$ cat config.mk
export PLATFORM = sky130hd
export DESIGN_NAME = dac_serial_ctrl
export DESIGN_NICKNAME = d
export VERILOG_FILES = /design/src/design/dac_ctrl_pkg.sv /design/src/design/cs_glitch_filter.sv /design/src/design/nv_store.sv /design/src/design/dac_serial_ctrl.sv
export SDC_FILE = /design/constraint.sdc
export NUM_CORES = 1
export LEC_CHECK = 0
export ABC_CLOCK_PERIOD_IN_PS = 5800
export BUFFER_PORTS_ARGS = -buffer_cell sky130_fd_sc_hd__buf_2
export CORE_MARGIN = 1.5
export CORE_UTILIZATION = 45
export DETAILED_ROUTE_END_ITERATION = 12
export PLACE_DENSITY = 0.62
export SLEW_MARGIN = 30
export SYNTH_ARGS = -nofsm -noshare
export SYNTH_HDL_FRONTEND = slang
export SYNTH_SLANG_ARGS = --single-unit
$ cat constraint.sdc
create_clock -name clk -period 5.8 [get_ports clk]
set_clock_uncertainty 0.1 [all_clocks]
set_input_delay 1.16 -clock clk [delete_from_list [all_inputs] [get_ports clk]]
set_output_delay 1.16 -clock clk [all_outputs]
set_load 0.005 [all_outputs]
$ cat src/design/dac_ctrl_pkg.sv
// shared constants, types and state codes for the quad dac serial controller
package dac_ctrl_pkg;

  // ***************************************************************
  // clock and timing
  // ***************************************************************
  localparam int CLK_PERIOD_NS = 5;
  // least low time on chip select before it counts as a deselect
  localparam int CS_FILTER_NS = 30;
  localparam int CS_FILTER_CYCLES = (CS_FILTER_NS + CLK_PERIOD_NS - 1) / CLK_PERIOD_NS;
  // typical erase/write time; the cycle must stay under STORE_MAX_NS
  localparam int STORE_TIME_NS = 3300000;
  localparam int STORE_MAX_NS = 5000000;
  localparam int STORE_CYCLES_DEF = STORE_TIME_NS / CLK_PERIOD_NS;
  localparam int STORE_CYCLES_MAX = STORE_MAX_NS / CLK_PERIOD_NS;

  // ***************************************************************
  // frame layout
  // ***************************************************************
  localparam int CHANNELS = 4;
  localparam int LEVEL_W = 8;
  localparam int ADDR_W = 2;
  localparam int BIT_CNT_W = 3;
  localparam logic [BIT_CNT_W-1:0] LAST_ADDR_IDX = 3'h1;
  localparam logic [BIT_CNT_W-1:0] LAST_DATA_IDX = 3'h7;
  localparam logic START_BIT = 1'b1;
  // plain default for the stored settings after power-up
  localparam logic [LEVEL_W-1:0] NV_INIT_LEVEL = 8'h80;

  // ***************************************************************
  // types
  // ***************************************************************
  typedef logic [CHANNELS-1:0][LEVEL_W-1:0] level_bank_t;

  typedef struct packed {
    logic sclk;
    logic cs;
    logic din;
    logic store_req;
    logic supply_ok;
  } pins_s;

  localparam pins_s PINS_RESET = '0;

  typedef enum logic [4:0] {
    ST_IDLE = 5'h01,
    ST_ADDR = 5'h02,
    ST_DATA = 5'h04,
    ST_GAP = 5'h08,
    ST_BUSY = 5'h10
  } frame_state_e;

endpackage : dac_ctrl_pkg

$ cat src/design/cs_glitch_filter.sv
// chip select low-glitch filter
`timescale 1ns/1ps
module cs_glitch_filter
  import dac_ctrl_pkg::*;
#(
  parameter int FILTER_CYCLES = CS_FILTER_CYCLES
) (
  input wire logic clk,
  input wire logic rstn,
  input wire logic cs_sync,
  output logic cs_live
);

  logic [7:0] low_cnt;

  // ***************************************************************
  // filter
  // ***************************************************************
  // rising select passes at once; only a low that outlasts the window deselects
  always_ff @(posedge clk or negedge rstn) begin
    if (!rstn) begin
      cs_live <= 1'b0;
      low_cnt <= 8'h00;
    end else if (cs_sync) begin
      cs_live <= 1'b1;
      low_cnt <= 8'h00;
    end else if (cs_live) begin
      if (low_cnt == 8'(FILTER_CYCLES - 1)) begin
        cs_live <= 1'b0;
        low_cnt <= 8'h00;
      end else begin
        low_cnt <= low_cnt + 8'h01;
      end
    end
  end

  AST_CS_GLITCH: assert property (@(posedge clk) disable iff (!rstn)
    cs_live && cs_sync ##1 (!cs_sync) [*5] |-> cs_live)
    else $error("short chip select low glitch deselected the device");

  COV_CS_DROP: cover property (@(posedge clk) disable iff (!rstn) $fell(cs_live));

endmodule : cs_glitch_filter

$ cat src/design/nv_store.sv
// nonvolatile setting store with timed erase/write cycle
`timescale 1ns/1ps
module nv_store
  import dac_ctrl_pkg::*;
#(
  parameter int STORE_CYCLES = STORE_CYCLES_DEF
) (
  input wire logic clk,
  input wire logic rstn,
  input wire logic start,
  input wire logic [ADDR_W-1:0] chan,
  input wire logic [LEVEL_W-1:0] level,
  output logic busy,
  output level_bank_t stored
);

  localparam int CNT_W = $clog2(STORE_CYCLES + 1);

  logic [LEVEL_W-1:0] nv_mem [CHANNELS];
  logic [CNT_W-1:0] write_cnt;
  logic [ADDR_W-1:0] pend_chan;
  logic [LEVEL_W-1:0] pend_level;

  // ***************************************************************
  // erase/write timer
  // ***************************************************************
  always_ff @(posedge clk or negedge rstn) begin
    if (!rstn) begin
      busy <= 1'b0;
      write_cnt <= '0;
      pend_chan <= '0;
      pend_level <= '0;
    end else if (start && !busy) begin
      busy <= 1'b1;
      write_cnt <= CNT_W'(STORE_CYCLES - 1);
      pend_chan <= chan;
      pend_level <= level;
    end else if (busy) begin
      if (write_cnt == '0) begin
        busy <= 1'b0;
      end else begin
        write_cnt <= write_cnt - CNT_W'(1);
      end
    end
  end

  // ***************************************************************
  // cells
  // ***************************************************************
  // cells keep the old value until the cycle ends, so a reload mid-cycle is safe
  always_ff @(posedge clk or negedge rstn) begin
    if (!rstn) begin
      for (int i = 0; i < CHANNELS; i++) begin
        nv_mem[i] <= NV_INIT_LEVEL;
      end
    end else if (busy && write_cnt == '0) begin
      nv_mem[pend_chan] <= pend_level;
    end
  end

  always_comb begin
    for (int i = 0; i < CHANNELS; i++) begin
      stored[i] = nv_mem[i];
    end
  end

endmodule : nv_store

$ cat src/design/dac_serial_ctrl.sv
// serial control core of a quad 8-bit dac with stored settings
`timescale 1ns/1ps
module dac_serial_ctrl
  import dac_ctrl_pkg::*;
#(
  parameter int STORE_CYCLES = STORE_CYCLES_DEF,
  parameter int FILTER_CYCLES = CS_FILTER_CYCLES
) (
  input wire logic clk,
  input wire logic rstn,
  input wire logic serial_clk,
  input wire logic chip_select,
  input wire logic serial_in,
  input wire logic store_request,
  input wire logic supply_ok,
  output logic serial_out,
  output logic serial_out_oe_n,
  output logic store_ready_flag,
  output level_bank_t dac_level
);

  pins_s pin_meta;
  pins_s pin_sync;
  logic sclk_prev;
  logic cs_live;
  logic sclk_rise;
  logic nv_busy;
  level_bank_t nv_level;
  frame_state_e state;
  logic [BIT_CNT_W-1:0] bit_cnt;
  logic [ADDR_W-1:0] addr_sh;
  logic [LEVEL_W-1:0] data_sh;
  logic [LEVEL_W-1:0] out_sh;
  logic gap_cnt;
  logic stage_valid;
  logic [ADDR_W-1:0] stage_chan;
  logic [LEVEL_W-1:0] stage_level;
  logic [ADDR_W-1:0] next_addr;
  logic [LEVEL_W-1:0] next_data;
  logic commit;
  logic store_go;
  logic load_out;

  // ***************************************************************
  // pin synchronisers
  // ***************************************************************
  // all pins share one chain so data and clock keep their relative skew
  always_ff @(posedge clk or negedge rstn) begin
    if (!rstn) begin
      pin_meta <= PINS_RESET;
      pin_sync <= PINS_RESET;
      sclk_prev <= 1'b0;
    end else begin
      pin_meta <= {serial_clk, chip_select, serial_in, store_request, supply_ok};
      pin_sync <= pin_meta;
      sclk_prev <= pin_sync.sclk;
    end
  end

  cs_glitch_filter #(
    .FILTER_CYCLES(FILTER_CYCLES)
  ) u_cs_filter (
    .clk(clk),
    .rstn(rstn),
    .cs_sync(pin_sync.cs),
    .cs_live(cs_live)
  );

  // serial clock edges count only while selected
  assign sclk_rise = pin_sync.sclk && !sclk_prev && cs_live;
  assign next_addr = {pin_sync.din, addr_sh[1]};
  assign next_data = {pin_sync.din, data_sh[LEVEL_W-1:1]};
  assign commit = sclk_rise && state == ST_GAP && !gap_cnt;
  assign store_go = commit && stage_valid && pin_sync.store_req && pin_sync.supply_ok;
  assign load_out = sclk_rise && state == ST_ADDR && bit_cnt == LAST_ADDR_IDX;

  nv_store #(
    .STORE_CYCLES(STORE_CYCLES)
  ) u_nv_store (
    .clk(clk),
    .rstn(rstn),
    .start(store_go),
    .chan(stage_chan),
    .level(stage_level),
    .busy(nv_busy),
    .stored(nv_level)
  );

  // ***************************************************************
  // frame sequencer
  // ***************************************************************
  always_ff @(posedge clk or negedge rstn) begin
    if (!rstn) begin
      state <= ST_IDLE;
      bit_cnt <= '0;
      addr_sh <= '0;
      data_sh <= '0;
      gap_cnt <= 1'b0;
      stage_valid <= 1'b0;
      stage_chan <= '0;
      stage_level <= '0;
    end else if (state == ST_BUSY) begin
      // serial input is not looked at while the cells are written
      if (!nv_busy) begin
        state <= ST_IDLE;
      end
    end else if (!cs_live) begin
      state <= ST_IDLE;
      bit_cnt <= '0;
      stage_valid <= 1'b0;
    end else if (sclk_rise) begin
      case (state)
        ST_IDLE: begin
          if (pin_sync.din == START_BIT) begin
            state <= ST_ADDR;
            bit_cnt <= '0;
          end
        end
        ST_ADDR: begin
          addr_sh <= next_addr;
          if (bit_cnt == LAST_ADDR_IDX) begin
            state <= ST_DATA;
            bit_cnt <= '0;
          end else begin
            bit_cnt <= bit_cnt + 3'h1;
          end
        end
        ST_DATA: begin
          data_sh <= next_data;
          if (bit_cnt == LAST_DATA_IDX) begin
            state <= ST_GAP;
            gap_cnt <= 1'b0;
            stage_valid <= 1'b1;
            stage_chan <= addr_sh;
            stage_level <= next_data;
          end else begin
            bit_cnt <= bit_cnt + 3'h1;
          end
        end
        ST_GAP: begin
          if (!gap_cnt) begin
            if (store_go) begin
              state <= ST_BUSY;
              stage_valid <= 1'b0;
            end else begin
              gap_cnt <= 1'b1;
            end
          end else begin
            state <= ST_IDLE;
            stage_valid <= 1'b0;
          end
        end
        default: begin
          state <= ST_IDLE;
        end
      endcase
    end
  end

  // ***************************************************************
  // channel registers
  // ***************************************************************
  // reload repeats every cycle while deselected, tracking a finished store
  always_ff @(posedge clk or negedge rstn) begin
    if (!rstn) begin
      for (int i = 0; i < CHANNELS; i++) begin
        dac_level[i] <= NV_INIT_LEVEL;
      end
    end else if (!cs_live) begin
      dac_level <= nv_level;
    end else if (commit) begin
      dac_level[stage_chan] <= stage_level;
    end
  end

  // ***************************************************************
  // serial output
  // ***************************************************************
  always_ff @(posedge clk or negedge rstn) begin
    if (!rstn) begin
      serial_out <= 1'b0;
      serial_out_oe_n <= 1'b1;
      out_sh <= '0;
    end else begin
      serial_out_oe_n <= !(cs_live && state != ST_BUSY && !store_go);
      if (load_out) begin
        out_sh <= dac_level[next_addr] >> 1;
        serial_out <= dac_level[next_addr][0];
      end else if (sclk_rise && state == ST_DATA) begin
        serial_out <= out_sh[0];
        out_sh <= out_sh >> 1;
      end
    end
  end

  // ***************************************************************
  // ready flag
  // ***************************************************************
  // a refused store under low supply never raises store_go, so ready stays high
  always_ff @(posedge clk or negedge rstn) begin
    if (!rstn) begin
      store_ready_flag <= 1'b1;
    end else begin
      store_ready_flag <= !(store_go || nv_busy);
    end
  end

  // ***************************************************************
  // checks
  // ***************************************************************
  logic old_bit0;
  logic [31:0] busy_len;

  assign old_bit0 = dac_level[next_addr][0];

  always_ff @(posedge clk or negedge rstn) begin
    if (!rstn) begin
      busy_len <= 32'h0;
    end else if (nv_busy) begin
      busy_len <= busy_len + 32'h1;
    end else begin
      busy_len <= 32'h0;
    end
  end

  AST_CS_RELOAD: assert property (@(posedge clk) disable iff (!rstn)
    !cs_live |=> dac_level == $past(nv_level))
    else $error("channels not reloaded from store while deselected");

  AST_OE_DESELECT: assert property (@(posedge clk) disable iff (!rstn)
    !cs_live |=> serial_out_oe_n)
    else $error("serial output driven while deselected");

  AST_BUSY_READY: assert property (@(posedge clk) disable iff (!rstn)
    store_go |=> !store_ready_flag ##1 (nv_busy && !store_ready_flag))
    else $error("ready not low after store request");

  AST_BUSY_QUIET: assert property (@(posedge clk) disable iff (!rstn)
    state == ST_BUSY && $past(state == ST_BUSY) |-> serial_out_oe_n)
    else $error("serial output active during programming");

  AST_LOW_SUPPLY: assert property (@(posedge clk) disable iff (!rstn)
    commit && pin_sync.store_req && !pin_sync.supply_ok && !nv_busy
      |=> store_ready_flag [*3])
    else $error("ready dropped although supply too low");

  AST_UPDATE_LAST: assert property (@(posedge clk) disable iff (!rstn)
    commit |=> !cs_live || dac_level[$past(stage_chan)] == $past(stage_level))
    else $error("channel did not take new setting after last data bit");

  AST_START_WAIT: assert property (@(posedge clk) disable iff (!rstn)
    state == ST_IDLE && sclk_rise && pin_sync.din != START_BIT |=> state == ST_IDLE)
    else $error("frame began without a start bit");

  AST_GAP_DROP: assert property (@(posedge clk) disable iff (!rstn)
    state == ST_GAP && sclk_rise && gap_cnt |=> state == ST_IDLE && !stage_valid)
    else $error("staged data not dropped on second edge after last bit");

  AST_SHIFT_OLD: assert property (@(posedge clk) disable iff (!rstn)
    load_out |=> !serial_out_oe_n && serial_out == $past(old_bit0))
    else $error("old register value not shifted out after address");

  AST_STORE_LEN: assert property (@(posedge clk) disable iff (!rstn)
    busy_len <= STORE_CYCLES)
    else $error("erase/write cycle ran too long");

  // the cycle must run its full length, and never past the worst-case limit
  AST_STORE_FULL: assert property (@(posedge clk) disable iff (!rstn)
    $fell(nv_busy) |-> busy_len == STORE_CYCLES && busy_len <= STORE_CYCLES_MAX)
    else $error("erase/write cycle length wrong");

  AST_STORE_END: assert property (@(posedge clk) disable iff (!rstn)
    $fell(nv_busy) |-> ##[1:2] (store_ready_flag && state == ST_IDLE))
    else $error("ready not restored after programming");

  COV_WRITE: cover property (@(posedge clk) disable iff (!rstn) commit && !store_go);
  COV_STORE: cover property (@(posedge clk) disable iff (!rstn) $fell(nv_busy));
  COV_REFUSED: cover property (@(posedge clk) disable iff (!rstn)
    commit && pin_sync.store_req && !pin_sync.supply_ok);
  COV_RELOAD: cover property (@(posedge clk) disable iff (!rstn) $fell(cs_live));

endmodule : dac_serial_ctrl

Word-level counts from Yosys, hierarchy flattened. Cells that the tools add are included.

Mux-type cells: 52. Reduce and logical (&&, ||, !) cells: 36. Eq/ne operators: 25. Bitwise operators: 2. Order comparisons: 5. Add/sub/neg operators: 3.

Operators with widths (count): $bwmux 32 (2); $mux 32 (2); $mux 8 (8); $mux 20 (3); $mux 5 (9); $demux 8 s2 (2); $logic_not 20->1 (1); $ne 4x4->1 const B (5); $pmux 5 s4 (1); $reduce_and 5->1 (4); $sub 20x1->20 const B (1); $bmux 8 s2 (1); $logic_and 1x1->1 (16); $mux 1 (16); $mux 3 (5); $ne 3x3->1 const B (5); $ne 5x5->1 const B (2); $pmux 3 s3 (1); $add 8x1->8 const B (1); $eq 8x3->1 const B (1); $ne 2x2->1 const B (4); $reduce_and 4->1 (2); $reduce_bool 2->1 (4); $logic_not 1->1 (6); other kinds (19) (21).

Output and inout bits: 35. Register bits: 156. Logic and storage cells: 160. Input port bits: 7.

Longest topological paths before layout.
Depth after elaboration: 14. Depth in mapped cells: 8. Gate-level depth less buffers: 7.

By module. Synthesis repeated with hierarchy kept, for this count alone.

Cell total of the unflattened synthesis: 630. Area, all modules: 7213.2 um2.

By module, submodules not included: dac_serial_ctrl (area an instance 3849.9 um2, cells each 344, sequential area each 2060.7 um2, instances 1); nv_store (area an instance 2869.0 um2, cells each 234, sequential area each 1581.5 um2, instances 1); cs_glitch_filter (area an instance 494.2 um2, cells each 52, sequential area each 225.2 um2, instances 1).

Least setup slack after synthesis. Ideal clock, no wire load.

Path kind: flip-flop to flip-flop. Start: register u_nv_store.write_cnt[0]. End: register u_nv_store.nv_mem, in the netlist u_nv_store.stored[10]. Slack: 3.129 ns. Period minus slack after synthesis: 2.671 ns. Path buffers: 1. Arrival time: 2.447 ns. Data required time: 5.575 ns. Stages on the path, launching flop included: 9. Setup time: 0.125 ns. Cell sequence: dfrtp_1 > inv_1 > ha_1 > nor3b_1 > nand4_2 > or4_1 > buf_6 > nor3b_4 > mux2_2.

Cells in the longest elaborated chain, start to end: 2.

RTL lines: from (decl) (RTL line nv_store.sv:20) `logic [CNT_W-1:0] write_cnt;`; from (signal assigned) (RTL line nv_store.sv:35) `write_cnt <= CNT_W'(STORE_CYCLES - 1);`; from (signal assigned) (RTL line nv_store.sv:42) `write_cnt <= write_cnt - CNT_W'(1);`; $logic_not 20->1 (RTL line nv_store.sv:56) `end else if (busy && write_cnt == '0) begin`; $logic_and 1x1->1 (RTL line nv_store.sv:56); to (signal, indexed assignment) (RTL line nv_store.sv:57) `nv_mem[pend_chan] <= pend_level;`; to (decl) (RTL line nv_store.sv:19) `logic [LEVEL_W-1:0] nv_mem [CHANNELS];`.

Every way passes these cells. A chain may end at the register's enable or synchronous reset.

Worst setup path in the final report.
Start: register u_nv_store.write_cnt[0]. End: register u_nv_store.nv_mem, in the netlist u_nv_store.stored[5].

The elaborated chain is that of the path after synthesis.

==> impl_summary.txt <==
----------------------------------------------------
[Critical path]
  Kind of start point of the critical path ... flop
  Arrival time worst endpoint ... 3.37 ns
  Cells along the critical path ... inv_1 -> ha_1 -> nor3b_1 -> nand4_2 -> or4_1 -> nor3_4 -> mux2_2
  Buffering stage count on the worst path with inverters included ... 1
  Worst EP required ... 6.01 ns
  Crit-path slowest cell ... sky130_fd_sc_hd__or4_1
  Crit path max-delay family ... simple AND/OR/NAND/NOR gates
  Worst Setup End Kind ... flop
  Top fanout value on the critical path ... 8
  Kind of critical path ... flop to flop
  Largest stage delay on the critical path ... 0.71 ns

[Cells and area]
  Nets@finish ... 677
  Number of cells in the finished layout apart from fillers ... 888
  Most frequent standard cell in the layout excluding fill and tap cells ... sky130_fd_sc_hd__dfrtp_1
  Layout-stage area growth over the synthesis result ... 13.70%
  Most frequent cells in the layout ... sky130_fd_sc_hd__dfrtp_1, sky130_fd_sc_hd__mux2_2, sky130_fd_sc_hd__nand2_1
  Share of final-layout standard cells stronger than drive strength 1 ... 26.14%
  Total inserted antenna cells ... 0
  Fill cell count ... 1364

[Pwr]
  Leakage power total ... 3.853 nW
  Cell-internal power ... 0.002153 W
  Relative contribution of sequential cells to total power ... 47.0%
  Power Density ... 374.2 nW/um^2
  Clk pwr share ... 34.1%
  Switching pwr ... 0.0008821 W
  Max VDD drop ... 236.7 uV
  Sw Ratio ... 29.07%
  Combinational fraction of design power ... 18.9%

[Global route]
  Aggregate global routing overflow ... 0
  Largest net degree at the start of global routing ... 118
  Initial antenna violation count ... 0
  Via count of the first global-routing pass ... 4966
  Wire length of the first global-routing pass ... 26740 um
  GRT Resource Usage Total ... 21.29%

[Floorplan]
  I/O pins ... 42
  Die Area ... 16620 sq um
  Die Y-Extent ... 128.9 um
  Placeable Area ... 15310 sq um
  Starting density of the core ... 46.58%
  Std-Cell Rows ... 45
  X dimension of the die ... 128.9 um

[Clocking]
  Number of hold buffers added after cts ... 0
  TritonCTS clock tree ... built
  Post-CTS repair timing setup buffer count ... 0
  Number of clock sinks ... 154
  Num CTS Buffers ... 17
  H-tree depth ... 4
  Insertion delay of the later-clocked pin in the worst-skew pair ... 0.43 ns
  Clock root buffer ... sky130_fd_sc_hd__clkbuf_16
  CTS clk-pin slew, worst paths ... 0.06 ns
  PostCTS Resize Cnt ... 0
  Max Root-Sink Buffers ... 2

[Timing]
  Setup slack of the critical path after layout ... 2.643 ns
  Setup TNS Final ... 0 ns
  Worst slew margin relative to its limit ... 33.74%
  Fmax achieved ... 316.8 MHz
  Clock period minus final worst setup slack ... 3.157 ns
  Fin crit share ... 54.43%
  Final setup fails ... 0
  Unrepaired setup endpoints after global routing ... false
  Final Max Slew Viols ... 0
  Number of hold violations in the final report ... 0
  Transition time of the tightest slew-check pin ... 0.9918 ns

[Synthesis]
  Syn Area/Cell ... 11.36 sq um
  Syn Nets ... 641
  Register area share after synthesis ... 54.22%
  Count of unique library cells instantiated by Yosys ... 61
  Top flip-flop cell by instance count after synthesis ... sky130_fd_sc_hd__dfrtp_1
  Number of synthesized register bits ... 154
  Cells after Synth ... 628
  EDFF count, synth ... 0
  Total of warnings raised by yosys ... 0
  Asr flop ratio synth ... 100.0%
  Mapped cell area ... 7133 sq um

[Routing]
  Final antenna-violating net count ... 0
  Detailed-route wire length per cell ... 18.50 um
  Via count of the routed design ... 5013
  Detailed Routing Iterations Pass 1 ... 6
  Drt via density ... 5.645
  Final routed DRC violation total ... 0
  Number of DRC violations after detailed-routing iteration 0 ... 372
  WL final ... 16430 um

[Status]
  Status ... completed

[Run]
  Number of max-cap violations ... 0

[Placement]
  Port-buffer cells ... 41
  Final estimated routing congestion in global placement ... 0.8099
  Worst Setup Slack post-DPL ... 2.521 ns
  Number of placed instances, taps included ... 855
  HPWL after detailed placement ... 10360 um

[Min path]
  Class of the worst hold path ... flop to flop

----------------------------------------------------
-- through the flow --
| stage | util (%) | total power [W] | area, sq um | hold WS, ns |
|---|---|---|---|---|
| floorplan | - | 0.001767 | 7133 | 0.2312 |
| global placement | 49.13 | 0.002000 | 7523 | 0.2329 |
| detailed placement | 49.17 | 0.002022 | 7530 | 0.2387 |
| CTS | 52.74 | 0.003063 | 8077 | 0.2525 |
| global route | 52.96 | 0.003195 | 8110 | 0.2601 |
| finish | 52.96 | 0.003035 | 8110 | 0.2494 |
-- metal layers --
metal  GRT usage [%]  vias to the layer above  share of wire (%)
met4           7.204                        0                1.5
met3           4.449                       24                3.5
met2           34.54                       91                 49
met1           28.62                     2550                 46
li1                -                     2348                  -
met5               0                        -                  0
-- cell families (layout without fill, tap and decap cells) --
family / Yosys count / count (layout) / share of synthesized area (%)
and+or+nand+nor: 213 / 213 / 15.79
muxes: 89 / 89 / 15.00
buffers and inverters: 44 / 93 / 2.473
adders and majority gates: 6 / 6 / 1.052
DFF: 154 / 154 / 54.22
xor gates and xnor gates: 10 / 10 / 1.228
AOI/OAI and AO/OA: 112 / 112 / 10.24
-- sequential cells by signal (all words and copies together) (netlist names), 3 cells and up --
name and flops:
u_nv_store.stored 32, dac_level 32, bit_cnt 3, pin_sync 4, out_sh 7, u_nv_store.pend_level 8
pin_meta 5, u_cs_filter.low_cnt 8, state 5, data_sh 7, u_nv_store.write_cnt 20, stage_level 8
-- synthesized netlist by cell type (7+ instances only) --
cell type	count	share of area [%]
sky130_fd_sc_hd__mux2i_1	18	2.5
sky130_fd_sc_hd__nand3_1	20	1.4
sky130_fd_sc_hd__nor2_1	55	2.9
sky130_fd_sc_hd__clkbuf_1	25	1.3
sky130_fd_sc_hd__and3_1	7	0.61
sky130_fd_sc_hd__mux2_2	63	9.9
sky130_fd_sc_hd__nand4_1	7	0.61
sky130_fd_sc_hd__nand2_1	55	2.9
sky130_fd_sc_hd__o21ai_0	25	1.8
sky130_fd_sc_hd__inv_1	14	0.74
sky130_fd_sc_hd__a21oi_1	27	1.9
sky130_fd_sc_hd__dfstp_2	11	4.1
sky130_fd_sc_hd__xor2_1	7	0.86
sky130_fd_sc_hd__nand2b_1	9	0.79
sky130_fd_sc_hd__nor3_1	7	0.49
sky130_fd_sc_hd__mux4_2	8	2.5
sky130_fd_sc_hd__dfrtp_1	143	50
sky130_fd_sc_hd__a31oi_1	22	1.9
sky130_fd_sc_hd__nor2b_1	12	1.1
-- worst paths after layout --
| kind | from | slack, ns | end | cells after the start |
|---|---|---|---|---|
| max in group asynchronous | rstn | 3.89 | dac_level[20] | 3 |
| min in group asynchronous | rstn | 0.53 | u_nv_store.busy | 1 |
| max | u_nv_store.write_cnt[0] | 2.64 | u_nv_store.stored[5] | 7 |
| min reg2reg | pin_meta[3] | 0.25 | pin_sync[3] | 0 |
| max reg2reg | u_nv_store.write_cnt[0] | 2.64 | u_nv_store.stored[5] | 7 |
| min | pin_meta[3] | 0.25 | pin_sync[3] | 0 |
-- power by group through the flow --
stage | Clock [W] | Sequential, W | Combinational (W)
final | 0.00103 | 0.00143 | 0.000574
after global routing | 0.00110 | 0.00146 | 0.000638
after CTS | 0.00105 | 0.00143 | 0.000579
after detailed placement | 0 | 0.00145 | 0.000576
after global placement | 0 | 0.00144 | 0.000563
after floorplan | 0 | 0.00138 | 0.000384
-- cell type report --
cell class                      instances  area [sq um]  area share (%)
Clock buffer                           21         460.4           5.677
Clock inverter                         11         86.33           1.064
Inverter                               14         52.55          0.6479
Multi-Input combinational cell        430          3098           38.20
Sequential cell                       154          3869           47.70
Tap cell                              211         264.0           3.255
Timing Repair Buffer                   47         280.3           3.456
(Power assumes the default switching activity.)
